==> src/verilog/sts_consts.vh <==
/*
 constants for the supply tracking sequencer: timing figures and counts.
 assumes a 200 MHz system clock and comparator flags from the analog side.
*/
// Summary of operation
// - idle until lockout clears; always watch lockout
// - qualify: breaker clear, all monitors in range
// - timer must be discharged before each delay
// - ramp gate, wait gate-full, keep checking it
// - enable sense switches, wait switch-full flag
// - sense switch gate ramps at controlled rate
// - second timer delay before final state
// - final state releases power good, keeps monitoring
// - any interruption drops gate, power good, switches
// - lockout on undervoltage; resume at qualify
// - priority: lockout over fault over error
// - breaker latches after over-current beyond 1us
// - first monitor low 150us clears breaker latch
// - lockout beyond 10us clears breaker latch
// - any monitor out of range raises error
// - loss of gate-full after full is error
// - sense switches only while load switches on
// - threshold trip starts gate and discharges timer
// - timer discharged except delays and lockout
`ifndef STS_CONSTS_VH
`define STS_CONSTS_VH
`define STS_CLK_MHZ 200
`define STS_TRIP_NS 1000
`define STS_BRK_RST_US 150
`define STS_UVLO_RST_US 10
// longer than the figure: strictly more than the time is required
`define STS_TRIP_CYC (((`STS_TRIP_NS * `STS_CLK_MHZ) / 1000) + 1)
`define STS_BRK_RST_CYC ((`STS_BRK_RST_US * `STS_CLK_MHZ) + 1)
`define STS_UVLO_RST_CYC ((`STS_UVLO_RST_US * `STS_CLK_MHZ) + 1)
`define STS_NSYNC 8
`endif

==> src/verilog/sts_sync.v <==
/*
 two-flop synchroniser bank for asynchronous comparator flags.
 assumes inputs change independently of clk_i.
*/
module sts_sync #(
  parameter W = 8
) (
  input wire clk_i,
  input wire rstn_i,
  input wire [W-1:0] async_i,
  output reg [W-1:0] sync_o
);
  reg [W-1:0] meta_r;

  always @(posedge clk_i)
  begin
    if (!rstn_i)
    begin
      meta_r <= {W{1'b0}};
      sync_o <= {W{1'b0}};
    end
    else
    begin
      meta_r <= async_i;
      sync_o <= meta_r;
    end
  end
endmodule // sts_sync

==> src/verilog/sts_sequencer.v <==
/*
 power-on sequencer for a multi-supply tracker: waits for supply lockout
 to clear, qualifies breaker and monitors, runs two timer delays around the
 gate ramp and sense switch enable, then releases power good.
 assumes analog comparators deliver the flags; the sense switch gate ramp
 rate itself is set by the analog current source behind sense_en_o.
*/
`include "sts_consts.vh"
module sts_sequencer #(
  parameter TRIP_CYC = `STS_TRIP_CYC,
  parameter BRK_RST_CYC = `STS_BRK_RST_CYC,
  parameter UVLO_RST_CYC = `STS_UVLO_RST_CYC
) (
  input wire clk_i,
  input wire rstn_i,
  input wire supply_ok_i,
  input wire [4:0] mon_low_ok_i,
  input wire [4:0] mon_ov_i,
  input wire overcurrent_i,
  input wire timer_low_i,
  input wire timer_trip_i,
  input wire gate_full_i,
  input wire switch_full_i,
  output reg gate_en_o,
  output reg sense_en_o,
  output reg power_good_out_o,
  output reg timer_ramp_o,
  output reg timer_dis_o,
  output reg breaker_latched_o,
  output reg lockout_o,
  output reg error_o
);
  localparam [7:0] S_WAIT = 8'h01;
  localparam [7:0] S_QUAL = 8'h02;
  localparam [7:0] S_DLY1 = 8'h04;
  localparam [7:0] S_GATE = 8'h08;
  localparam [7:0] S_SENSE = 8'h10;
  localparam [7:0] S_DLY2 = 8'h20;
  localparam [7:0] S_GOOD = 8'h40;
  localparam [7:0] S_LOCK = 8'h80;

  wire [`STS_NSYNC-1:0] raw_w;
  wire [`STS_NSYNC-1:0] syn_w;
  reg [4:0] mlow_r;
  wire sup_ok;
  wire oc;
  wire t_low;
  wire t_trip;
  wire g_full;
  wire s_full;
  wire mon_first_low;
  wire mons_ok;
  wire gate_lost;
  wire fault;
  wire err;
  wire lock;
  reg [7:0] st_r;
  reg [7:0] st_nxt;
  reg gate_seen_r;
  reg [15:0] oc_cnt_r;
  reg [15:0] rst_cnt_r;
  reg [15:0] uv_cnt_r;

  assign raw_w = {supply_ok_i, overcurrent_i, timer_low_i, timer_trip_i,
                  gate_full_i, switch_full_i, &mon_low_ok_i, |mon_ov_i};

  sts_sync #(
    .W(`STS_NSYNC)
  ) u_sync (
    .clk_i(clk_i),
    .rstn_i(rstn_i),
    .async_i(raw_w),
    .sync_o(syn_w)
  );

  // per-monitor flags kept for the first monitor reset detection
  reg [4:0] mlow_m_r;
  always @(posedge clk_i)
  begin
    if (!rstn_i)
    begin
      mlow_m_r <= 5'h00;
      mlow_r <= 5'h00;
    end
    else
    begin
      mlow_m_r <= mon_low_ok_i;
      mlow_r <= mlow_m_r;
    end
  end

  assign sup_ok = syn_w[7];
  assign oc = syn_w[6];
  assign t_low = syn_w[5];
  assign t_trip = syn_w[4];
  assign g_full = syn_w[3];
  assign s_full = syn_w[2];
  // monitor 0 is the first monitor input, its low reading also resets
  assign mon_first_low = ~mlow_r[0];
  assign mons_ok = syn_w[1] & ~syn_w[0];
  assign gate_lost = gate_seen_r & ~g_full;
  assign lock = ~sup_ok;
  assign fault = breaker_latched_o;
  assign err = ~mons_ok | gate_lost;

  // breaker persistence: over-current must hold for TRIP_CYC cycles
  always @(posedge clk_i)
  begin
    if (!rstn_i)
      oc_cnt_r <= 16'h0000;
    else if (!oc)
      oc_cnt_r <= 16'h0000;
    else if (oc_cnt_r != TRIP_CYC[15:0])
      oc_cnt_r <= oc_cnt_r + 16'h0001;
  end

  // monitor reset count runs only after over-current has ended; lockout count ignores it
  always @(posedge clk_i)
  begin
    if (!rstn_i)
    begin
      rst_cnt_r <= 16'h0000;
      uv_cnt_r <= 16'h0000;
    end
    else
    begin
      if (!mon_first_low || oc)
        rst_cnt_r <= 16'h0000;
      else if (rst_cnt_r != BRK_RST_CYC[15:0])
        rst_cnt_r <= rst_cnt_r + 16'h0001;
      if (!lock)
        uv_cnt_r <= 16'h0000;
      else if (uv_cnt_r != UVLO_RST_CYC[15:0])
        uv_cnt_r <= uv_cnt_r + 16'h0001;
    end
  end

  // set wins over clear so a fresh trip is never lost
  always @(posedge clk_i)
  begin
    if (!rstn_i)
      breaker_latched_o <= 1'b0;
    else if (oc_cnt_r == TRIP_CYC[15:0])
      breaker_latched_o <= 1'b1;
    else if (rst_cnt_r == BRK_RST_CYC[15:0])
      breaker_latched_o <= 1'b0;
    else if (uv_cnt_r == UVLO_RST_CYC[15:0])
      breaker_latched_o <= 1'b0;
  end

  always @*
  begin
    st_nxt = st_r;
    if (lock)
    begin
      // lockout overrides everything; initial wait stays initial
      if (st_r != S_WAIT)
        st_nxt = S_LOCK;
    end
    else if (fault)
      st_nxt = S_QUAL;
    else if (err && st_r != S_WAIT && st_r != S_LOCK)
      st_nxt = S_QUAL;
    else
    begin
      case (st_r)
        S_WAIT: st_nxt = S_QUAL;
        S_LOCK: st_nxt = S_QUAL;
        S_QUAL:
          if (!err && t_low)
            st_nxt = S_DLY1;
        S_DLY1:
          if (t_trip)
            st_nxt = S_GATE;
        S_GATE:
          if (g_full)
            st_nxt = S_SENSE;
        S_SENSE:
          if (s_full && t_low)
            st_nxt = S_DLY2;
        S_DLY2:
          if (t_trip)
            st_nxt = S_GOOD;
        S_GOOD: st_nxt = S_GOOD;
        default: st_nxt = S_WAIT;
      endcase
    end
  end

  always @(posedge clk_i)
  begin
    if (!rstn_i)
    begin
      st_r <= S_WAIT;
      gate_seen_r <= 1'b0;
    end
    else
    begin
      st_r <= st_nxt;
      if (st_nxt == S_WAIT || st_nxt == S_LOCK || st_nxt == S_QUAL ||
          st_nxt == S_DLY1 || st_nxt == S_GATE)
        gate_seen_r <= (st_r == S_GATE) & g_full & (st_nxt == S_SENSE);
      else if (st_r == S_GATE)
        gate_seen_r <= 1'b1;
    end
  end

  // outputs follow the next state so an interruption drops them at once
  always @(posedge clk_i)
  begin
    if (!rstn_i)
    begin
      gate_en_o <= 1'b0;
      sense_en_o <= 1'b0;
      power_good_out_o <= 1'b0;
      timer_ramp_o <= 1'b0;
      timer_dis_o <= 1'b1;
      lockout_o <= 1'b0;
      error_o <= 1'b0;
    end
    else
    begin
      gate_en_o <= (st_nxt == S_GATE) | (st_nxt == S_SENSE) |
                   (st_nxt == S_DLY2) | (st_nxt == S_GOOD);
      // only in states where the gate is already driven
      sense_en_o <= (st_nxt == S_SENSE) | (st_nxt == S_DLY2) |
                    (st_nxt == S_GOOD);
      power_good_out_o <= (st_nxt == S_GOOD);
      timer_ramp_o <= (st_nxt == S_DLY1) | (st_nxt == S_DLY2);
      timer_dis_o <= ~((st_nxt == S_DLY1) | (st_nxt == S_DLY2) |
                       (st_nxt == S_LOCK) | lock);
      lockout_o <= lock;
      error_o <= err & ~lock & ~fault;
    end
  end
endmodule // sts_sequencer

==> config.mk <==
export PLATFORM = sky130hd
export DESIGN_NAME = sts_sequencer
export DESIGN_NICKNAME = d
export VERILOG_FILES = /design/src/verilog/sts_sync.v /design/src/verilog/sts_sequencer.v
export VERILOG_INCLUDE_DIRS = /design/src /design/src/verilog
export SDC_FILE = /design/constraint.sdc
export NUM_CORES = 1
export LEC_CHECK = 0
export BUFFER_PORTS_ARGS = -buffer_cell sky130_fd_sc_hd__buf_2
export CORE_MARGIN = 1.5
export CORE_UTILIZATION = 59
export DETAILED_ROUTE_END_ITERATION = 16
export PLACE_DENSITY = 0.89
export SYNTH_ARGS = -nofsm -noshare
export SYNTH_HDL_FRONTEND = slang
export SYNTH_SLANG_ARGS = --single-unit
==> constraint.sdc <==
create_clock -name clk_i -period 2.4 [get_ports clk_i]
set_input_delay 0.24 -clock clk_i [delete_from_list [all_inputs] [get_ports clk_i]]
set_output_delay 0.24 -clock clk_i [all_outputs]
set_load 0.02 [all_outputs]
-- Word-level counts from Yosys, hierarchy flattened
Cells that the tools add are included.
- $add $sub $neg: 3
- equality and inequality tests: 24
- multiplexer cells: 15
- bitwise logic cells: 22
- reduce and logical (&&, ||, !) cells: 18
- operators by type and width (operator ; count):
    $mux W8 ; 9
    $pmux W8 S7 ; 1
    $add A16 B1 Y16 const B ; 3
    $eq A16 B11 Y1 const B ; 1
    $eq A16 B15 Y1 const B ; 1
    $eq A16 B8 Y1 const B ; 1
    $eq A8 B1 Y1 const B ; 2
    $eq A8 B2 Y1 const B ; 2
    $eq A8 B3 Y1 const B ; 2
    $eq A8 B4 Y1 const B ; 2
    $eq A8 B5 Y1 const B ; 2
    $eq A8 B6 Y1 const B ; 2
    $eq A8 B7 Y1 const B ; 2
    $eq A8 B8 Y1 const B ; 2
    $ne A16 B11 Y1 const B ; 1
    $ne A16 B15 Y1 const B ; 1
    $ne A16 B8 Y1 const B ; 1
    $or A1 B1 Y1 ; 9
    $ne A8 B1 Y1 const B ; 1
    $ne A8 B8 Y1 const B ; 1
    $not A1 Y1 ; 7
    $and A1 B1 Y1 ; 6
    $reduce_or A2 Y1 ; 3
    $logic_or A1 B1 Y1 ; 5
    8 further kinds ; 15
- register bits after elaboration: 83
- bits of input ports: 18
- output and inout bits: 8
- word-level logic and storage cells: 99

-- Longest topological paths before layout
Gate-level depths: netlist of run 1.
- word-level depth: 17
- mapped depth: 7
- depth with buffers taken out: 7

-- Modules after synthesis
From an unflattened synthesis of run 1, not the netlist that was laid out.
- cells, all modules: 386
- area total of the unflattened synthesis: 3528.4 um2
- by module, submodules not included (module ; instances ; cells each ; area each (um2) ; sequential area each (um2)):
    sts_sequencer ; 1 ; 353 ; 3081.7 ; 1341.3
    sts_sync ; 1 ; 33 ; 446.7 ; 320.3

-- Worst setup path after synthesis of run 1
No wires, ideal clock.
- path type: reg-to-reg
- from: register st_r[5]
- to: register power_good_out_o
- setup time: 0.086 ns
- arrival: 1.932 ns
- required time: 2.314 ns
- path slack: 0.383 ns
- cell stages (with the launch flop): 7
- path buffers: 2
- period minus slack after synthesis: 2.017 ns
- path through: dfxtp_1 buf_6 or4_4 o41a_1 a211o_1 buf_6 a211oi_1
- word-level cells in the longest chain between the ends: 7
- elaborated cells on any way between the ends: 24
- classes of those cells: eq/ne: 11; mux: 10; reduce/logical: 3
- ends and longest elaborated chain (element ; RTL line ; RTL):
    start, declared ; sts_sequencer.v:57 ; reg [7:0] st_r;
    start signal, assigned ; sts_sequencer.v:199 ; st_r <= st_nxt;
    $eq A8 B8 Y1 (tied with other cells) ; sts_sequencer.v:166 ; case (st_r)
    $reduce_or A2 Y1 (no source line) or $logic_and A1 B1 Y1 (tied branches) ; -- ;
    $pmux W8 S7 or $logic_and A1 B1 Y1 (tied branches) ; sts_sequencer.v:166, sts_sequencer.v:162 ;
    $mux W8 ; sts_sequencer.v:162 ; else if (err && st_r != S_WAIT && st_r != S_LOCK)
    $mux W8 ; sts_sequencer.v:160 ; else if (fault)
    $mux W8 * ; sts_sequencer.v:154 ; if (lock)
    $eq A8 B7 Y1 * ; sts_sequencer.v:228 ; power_good_out_o <= (st_nxt == S_GOOD);
    end signal, assigned ; sts_sequencer.v:228 ;
    end, declared ; sts_sequencer.v:26 ; output reg power_good_out_o,
Every way passes the cells marked *; elsewhere a longest branch is shown, timed or not.
A chain may end at the register's enable or synchronous reset.

-- Worst setup path after layout of run 1
- from: register st_r[1]
- to: register st_r[6]
- word-level cells in the longest chain between the ends: 6
- elaborated cells on any way between the ends: 18
- classes of those cells: eq/ne: 10; mux: 5; reduce/logical: 3
- ends and longest elaborated chain (element ; RTL line):
    $eq A8 B8 Y1 (tied with other cells) ; sts_sequencer.v:166
    $reduce_or A2 Y1 (no source line) or $logic_and A1 B1 Y1 (tied branches) ; --
    $pmux W8 S7 or $logic_and A1 B1 Y1 (tied branches) ; sts_sequencer.v:166, sts_sequencer.v:162
    $mux W8 ; sts_sequencer.v:162
    $mux W8 ; sts_sequencer.v:160
    $mux W8 * ; sts_sequencer.v:154
Marks and branches as above.

==> flow_metrics.env, run 1 <==
export IMPL_synth_area_leader_cell="dfxtp_1"
export IMPL_clkLatencyLatePin_ns=0.35
export IMPL_fp_coreArea_um2=5570
export IMPL_async_reset_ff_share_pct=0
export IMPL_yosys_most_used_dff="dfxtp_1"
export IMPL_yosys_warnings=0
export IMPL_worst_clock_skew_ns=0.00927
export IMPL_number_of_endpoints_with_negative_hold_slack_in_the_final_report=0
export IMPL_cap_violations=0
export IMPL_dpl_cell_count=466
export IMPL_arithmetic_cell_share_of_the_synthesized_area_counting_full_adders_half_adders_and_majority_gates_pct=2.17
export IMPL_post_cts_resize_count=0
export IMPL_final_nets=429
export IMPL_worstSetupStartpointType="register"
export IMPL_crit_path_time_final_ns=2.20
export IMPL_num_rows=27
export IMPL_diode_insertion_count_for_antenna_repair=0
export IMPL_synthesis_instances=381
export IMPL_post_route_drc_count=0
export IMPL_fmax_mhz=455
export IMPL_synthSimpleGateAreaFrac_pct=30.1
export IMPL_placement_cell_area_um2=3620
export IMPL_router_iterations_before_antenna_repair=5
export IMPL_rrSetupSlack_ns=0.20
export IMPL_path_class="reg2reg"
export IMPL_worst_slew_pin_slew_ns=0.618
export IMPL_synth_area_per_cell_um2=9.09
export IMPL_synth_net_count=405
export IMPL_switching_power_w=0.000562
export IMPL_crit_path_start="st_r[1]$_SDFF_PN0_"
export IMPL_yosysSeqAreaShare_pct=48.0
export IMPL_cts_reportedPaths_clkPinSlew_ns=0.08
export IMPL_power_ir_vdd_worst_mv=0.426
export IMPL_power_share_sequential_pct=56.7
export IMPL_global_route_wire_length_before_repair_um=10900
export IMPL_worstPathArrival_ns=2.47
export IMPL_grt_setup_unrepaired="false"
export IMPL_numCtsBuffers=9
export IMPL_synth_top_cell_area_share_pct=48.0
export IMPL_synth_xor_xnor_area_share_pct=11.4
export IMPL_clock_path_buffers=2
export IMPL_power_frac_comb_pct=4.5
export IMPL_synth_mux_area_fraction_pct=0
export IMPL_post_cts_setup_buffers=0
export IMPL_synth_cell_type_count=43
export IMPL_min_period_over_period_pct=91.6
export IMPL_remaining_antenna_violation_count=0
export IMPL_tns_ns=0
export IMPL_crit_required_ns=2.67
export IMPL_tritoncts_clock_tree="built"
export IMPL_num_io_pins=26
export IMPL_fin_worst_hold_slack_ns=0.0935
export IMPL_syn_area_um2=3460
export IMPL_rr_worst_depth=5
export IMPL_drt_iter0_drc=155
export IMPL_synth_top_family_by_area="simple AND/OR/NAND/NOR gates"
export IMPL_nFillCells=427
export IMPL_first_global_vias=2577
export IMPL_reg2reg_from="st_r[1]$_SDFF_PN0_"
export IMPL_run_status="completed"
export IMPL_slew_headroom_pct=58.8
export IMPL_p_leak_nw=1.40
export IMPL_synth_edf_count=0
export IMPL_clock_root_buffer="clkbuf_8"
export IMPL_hold_path_class="in2reg"
export IMPL_cts_sinks=83
export IMPL_routed_wirelength_um=6360
export IMPL_timing_rr_end="st_r[6]$_SDFF_PN0_"
export IMPL_switching_share_pct=22.3
export IMPL_share_of_the_synthesized_area_in_compound_gates_ao_oa_aoi_oai_pct=5.64
export IMPL_grt_start_max_net_pins=25
export IMPL_layout_setup_ws_ns=0.201
export IMPL_path_max_fanout=10
export IMPL_top_cells_by_area_synth="dfxtp_1 (48%), xor2_1 (6.8%), nor2_1 (6.1%)"
export IMPL_worstSetupEndpointType="register"
export IMPL_dr_wl_cell_um=13.2
export IMPL_dieHeight_um=79.6
export IMPL_detail_routed_via_count_per_cell=5.60
export IMPL_layout_cells_non_filler=482
export IMPL_routed_via_count=2701
export IMPL_postSynthRegisterBits=83
export IMPL_power_density_nw_per_um2=661
export IMPL_setup_violations_final=0
export IMPL_globalplace_congestion=0.975
export IMPL_cell_internal_pwr_w=0.00196
export IMPL_start_util_pct=62.1
export IMPL_grt_usage_pct=21.8
export IMPL_timing_max_transition_violations_final=0
export IMPL_area_growth_synth_to_final_pct=10.1
export IMPL_numPortBuffers=25
export IMPL_cts_hold_repair_buffers=0
export IMPL_die_width_um=79.6
export IMPL_grt_overflow=0
export IMPL_dpl_hpwl_um=4370
export IMPL_crit_path_to="st_r[6]$_SDFF_PN0_"
export IMPL_post_route_cell_area_um2=3810
export IMPL_clkPwrFrac_pct=38.8
export IMPL_die_area_um2=6340
export IMPL_htree_levels=3
export IMPL_post_route_cells_drive_above_1_share_pct=10.5
export IMPL_antenna_found_initial=0
export IMPL_placement_setup_worst_slack_ns=0.298
[power groups by stage]
stage | clock network, W | registers, W | logic (W)
floorplan | 0 | 0.00145 | 0.0000810
global placement | 0 | 0.00146 | 0.000107
detailed placement | 0 | 0.00146 | 0.000112
CTS | 0.000996 | 0.00143 | 0.000113
global route | 0.00106 | 0.00143 | 0.000127
finish | 0.000979 | 0.00143 | 0.000113
[stage by stage]
stage	total power [W]	util, %
final	0.00252	68.4
after global routing	0.00262	68.4
after CTS	0.00254	68.4
after detailed placement	0.00157	64.9
after global placement	0.00157	64.9
after floorplan	0.00154	-
[logic make-up after synthesis]
kind of cell             Yosys count
AO/OA/AOI/OAI                     31
XOR/XNOR                          45
adder cells (fa/ha/maj)            6
buffers and inverters             21
flip-flops                        83
AND/OR/NAND/NOR                  195
[Yosys cell counts, types with 2 or more instances]
| library cell | count |
|---|---|
| dfxtp_1 | 83 |
| nor2_1 | 56 |
| xor2_1 | 27 |
| nand2_1 | 22 |
| nand3_1 | 21 |
| xnor2_1 | 18 |
| and2_1 | 16 |
| nand4_1 | 13 |
| nor3_1 | 11 |
| a21oi_1 | 10 |
| and3_1 | 10 |
| clkbuf_1 | 10 |
| inv_1 | 9 |
| nand2b_1 | 8 |
| nor4_1 | 7 |
| o21ai_0 | 7 |
| ha_1 | 6 |
| a211oi_1 | 5 |
| nor3b_1 | 4 |
| and4b_1 | 3 |
| nand3b_1 | 3 |
| nor2b_1 | 3 |
| or3_1 | 3 |
| or4_1 | 3 |
| and4_1 | 2 |
| buf_6 | 2 |
| nor4b_1 | 2 |
| nor4bb_1 | 2 |
[routing by layer]
layer | track usage (%) | part of all wire (%) | vias to the layer above
met5 | 0 | 0 | -
met4 | 7.89 | 1.0 | 0
met3 | 6.40 | 5.3 | 7
met2 | 37.9 | 49 | 74
met1 | 25.4 | 44 | 1264
li1 | - | - | 1356
[worst min-delay path by stage]
stage / slack (ns) / endpoint / start / depth (start not counted)
after floorplan: 0.36 / mlow_m_r[0]$_SDFF_PN0_ / mon_low_ok_i[0] / 2
after global placement: 0.41 / u_sync.sync_o[4]$_SDFF_PN0_ / u_sync.meta_r[4]$_SDFF_PN0_ / 1
after detailed placement: 0.42 / u_sync.sync_o[1]$_SDFF_PN0_ / u_sync.meta_r[1]$_SDFF_PN0_ / 1
after CTS: 0.08 / u_sync.meta_r[4]$_SDFF_PN0_ / timer_trip_i / 2
after global routing: 0.10 / u_sync.meta_r[4]$_SDFF_PN0_ / timer_trip_i / 2
final: 0.09 / u_sync.meta_r[4]$_SDFF_PN0_ / timer_trip_i / 2
[cell type report]
class | count | area, um^2 | share of cell area (%)
inverter | 9 | 33.8 | 0.886
timing repair buffer | 25 | 125 | 3.28
clock inverter | 5 | 52.6 | 1.38
sequential | 83 | 1660 | 43.6
tap | 72 | 90.1 | 2.36
multi-input combinational | 277 | 1710 | 44.8
clock buffer | 11 | 141 | 3.71
[critical path, stage by stage, from the launching register on]
cell	delay (ns)
dfxtp_1	0.38
or4_1	0.62
nor2_1	0.31
nand3_1	0.16
a211o_1	0.43
a211oi_1	0.21
[layout by cell type, fill, tap and decap left out, types with 9 or more instances in the layout]
cell type / count
nor2_1: 56
dfxtp_1: 83
nand3_1: 21
buf_2: 25
a21oi_1: 10
nand4_1: 13
nand2_1: 22
inv_1: 9
xor2_1: 27
clkbuf_8: 10
and3_1: 10
xnor2_1: 18
and2_1: 16
nor3_1: 11
[state kept, by name, indices dropped and copies added (netlist names), 8 cells and up]
signal         count
u_sync.meta_r      8
oc_cnt_r          16
st_r               8
uv_cnt_r          16
u_sync.sync_o      8
rst_cnt_r         16
No activity file was read; power rests on OpenSTA's default activity.
==> run 2, diff against run 1 <==
- PLACE_DENSITY: 0.89 -> unset
- PLACE_DENSITY_LB_ADDON: unset -> 0.2
==> flow_metrics.env, run 2 (synthesis gave the netlist of run 1 again) <==
export IMPL_run_status="completed"
export IMPL_grt_overflow=0
export IMPL_cap_violations=0
export IMPL_min_period_over_period_pct=89.5
export IMPL_post_cts_resize_count=0
export IMPL_remaining_antenna_violation_count=0
export IMPL_grt_setup_unrepaired="false"
export IMPL_cts_hold_repair_buffers=0
export IMPL_worst_clock_skew_ns=0.00802
export IMPL_path_max_fanout=10
export IMPL_post_route_util_pct=69.4
export IMPL_die_area_um2=6340
export IMPL_biggestRegsByFlops="oc_cnt_r: 16 flops, rst_cnt_r: 16 flops, uv_cnt_r: 16 flops"
export IMPL_clock_path_buffers=2
export IMPL_setup_violations_final=0
export IMPL_area_growth_synth_to_final_pct=11.7
export IMPL_start_util_pct=62.1
export IMPL_numPortBuffers=25
export IMPL_placement_setup_worst_slack_ns=0.289
export IMPL_cts_sinks=83
export IMPL_cts_reportedPaths_clkPinSlew_ns=0.08
export IMPL_post_cts_setup_buffers=0
export IMPL_routed_wirelength_um=6170
export IMPL_grt_usage_pct=22.2
export IMPL_routed_via_count=2682
export IMPL_fmax_mhz=466
export IMPL_path_class="reg2reg"
export IMPL_power_density_nw_per_um2=714
export IMPL_globalplace_congestion=0.930
export IMPL_global_route_wire_length_before_repair_um=11200
export IMPL_num_io_pins=26
export IMPL_dieHeight_um=79.6
export IMPL_htree_levels=3
export IMPL_clock_root_buffer="clkbuf_8"
export IMPL_number_of_endpoints_with_negative_hold_slack_in_the_final_report=0
export IMPL_first_global_vias=2613
export IMPL_tritoncts_clock_tree="built"
export IMPL_dr_wl_cell_um=12.8
export IMPL_antenna_found_initial=0
export IMPL_diode_insertion_count_for_antenna_repair=0
export IMPL_crit_required_ns=2.67
export IMPL_final_common_cell="dfxtp_1"
export IMPL_worstSetupEndpointType="register"
export IMPL_numCtsBuffers=9
export IMPL_tns_ns=0
export IMPL_power_ir_vdd_worst_mv=0.395
export IMPL_grt_start_max_net_pins=25
export IMPL_die_width_um=79.6
export IMPL_final_nets=429
export IMPL_timing_max_transition_violations_final=0
export IMPL_dpl_hpwl_um=4130
export IMPL_p_leak_nw=1.43
export IMPL_crit_path_time_final_ns=2.15
export IMPL_fp_coreArea_um2=5570
export IMPL_post_route_drc_count=0
export IMPL_detail_routed_via_count_per_cell=5.58
export IMPL_layout_setup_ws_ns=0.252
export IMPL_router_iterations_before_antenna_repair=5
export IMPL_drt_iter0_drc=74
export IMPL_post_route_cells_drive_above_1_share_pct=10.5
export IMPL_worstSetupStartpointType="register"
export IMPL_slew_headroom_pct=60.3
export IMPL_clkLatencyLatePin_ns=0.35
export IMPL_layout_cells_most_common_list="dfxtp_1 (83), nor2_1 (56), xor2_1 (27), buf_2 (25), nand2_1 (22)"
export IMPL_worstPathArrival_ns=2.42
export IMPL_worst_slew_pin_slew_ns=0.595
export IMPL_num_rows=27
export IMPL_hold_path_class="in2reg"
export IMPL_finalPower_w=0.00276
[run 2: cell count changes in the layout (fill, tap and decap cells not counted), sizes merged]
cell | previous run | this run
bufinv | 1 | 3
clkinv | 3 | 0
[run 2: per-stage QoR]
| stage | area [um^2] | hold WS [ns] | std cells |
|---|---|---|---|
| global route | 3870 | 0.101 | 481 |
| finish | 3870 | 0.0984 | 481 |
| CTS | 3870 | 0.0884 | 481 |
| detailed placement | 3620 | 0.423 | 466 |
| floorplan | 3460 | 0.357 | 381 |
| global placement | 3620 | 0.414 | 466 |
[run 2: critical path: stages, from the launching register on]
cell and delay, ns:
dfxtp_1 0.39, or4_4 0.58, o41a_1 0.45, a211o_1 0.44, nor3_2 0.21
[run 2: routing by layer]
metal	GRT usage, %	wire length, um	vias up
met5	0	0	-
met3	4.69	249	12
met4	11.1	94	0
li1	-	-	1355
met2	38.3	2980	59
met1	25.9	2850	1256
[run 2: path summary, 6_finish.rpt]
kind / from / end / slack [ns] / depth (start not counted)
worst max-delay path: st_r[5]$_SDFF_PN0_ / gate_seen_r$_SDFFE_PN0P_ / 0.25 / 4
worst min-delay path: timer_trip_i / u_sync.meta_r[4]$_SDFF_PN0_ / 0.1 / 2
worst max register to register: st_r[5]$_SDFF_PN0_ / gate_seen_r$_SDFFE_PN0P_ / 0.25 / 4
worst min register to register: u_sync.meta_r[0]$_SDFF_PN0_ / u_sync.sync_o[0]$_SDFF_PN0_ / 0.43 / 1
[run 2: cell type report]
type / count / area, um^2
clock inverters: 4 / 97.6
clock buffers: 11 / 151
fillers: 451 / 1710
repair buffers: 25 / 125
well taps: 72 / 90.1
multi-input cells: 277 / 1710
inverters: 9 / 33.8
flip-flops and latches: 83 / 1660
[run 2: report_power, final]
part,total (W),switching (W),internal (W)
combinational,0.000113,0.0000622,0.0000505
clock,0.00122,0.000479,0.000742
sequential,0.00143,0.0000246,0.00140
total,0.00276,0.000566,0.00220
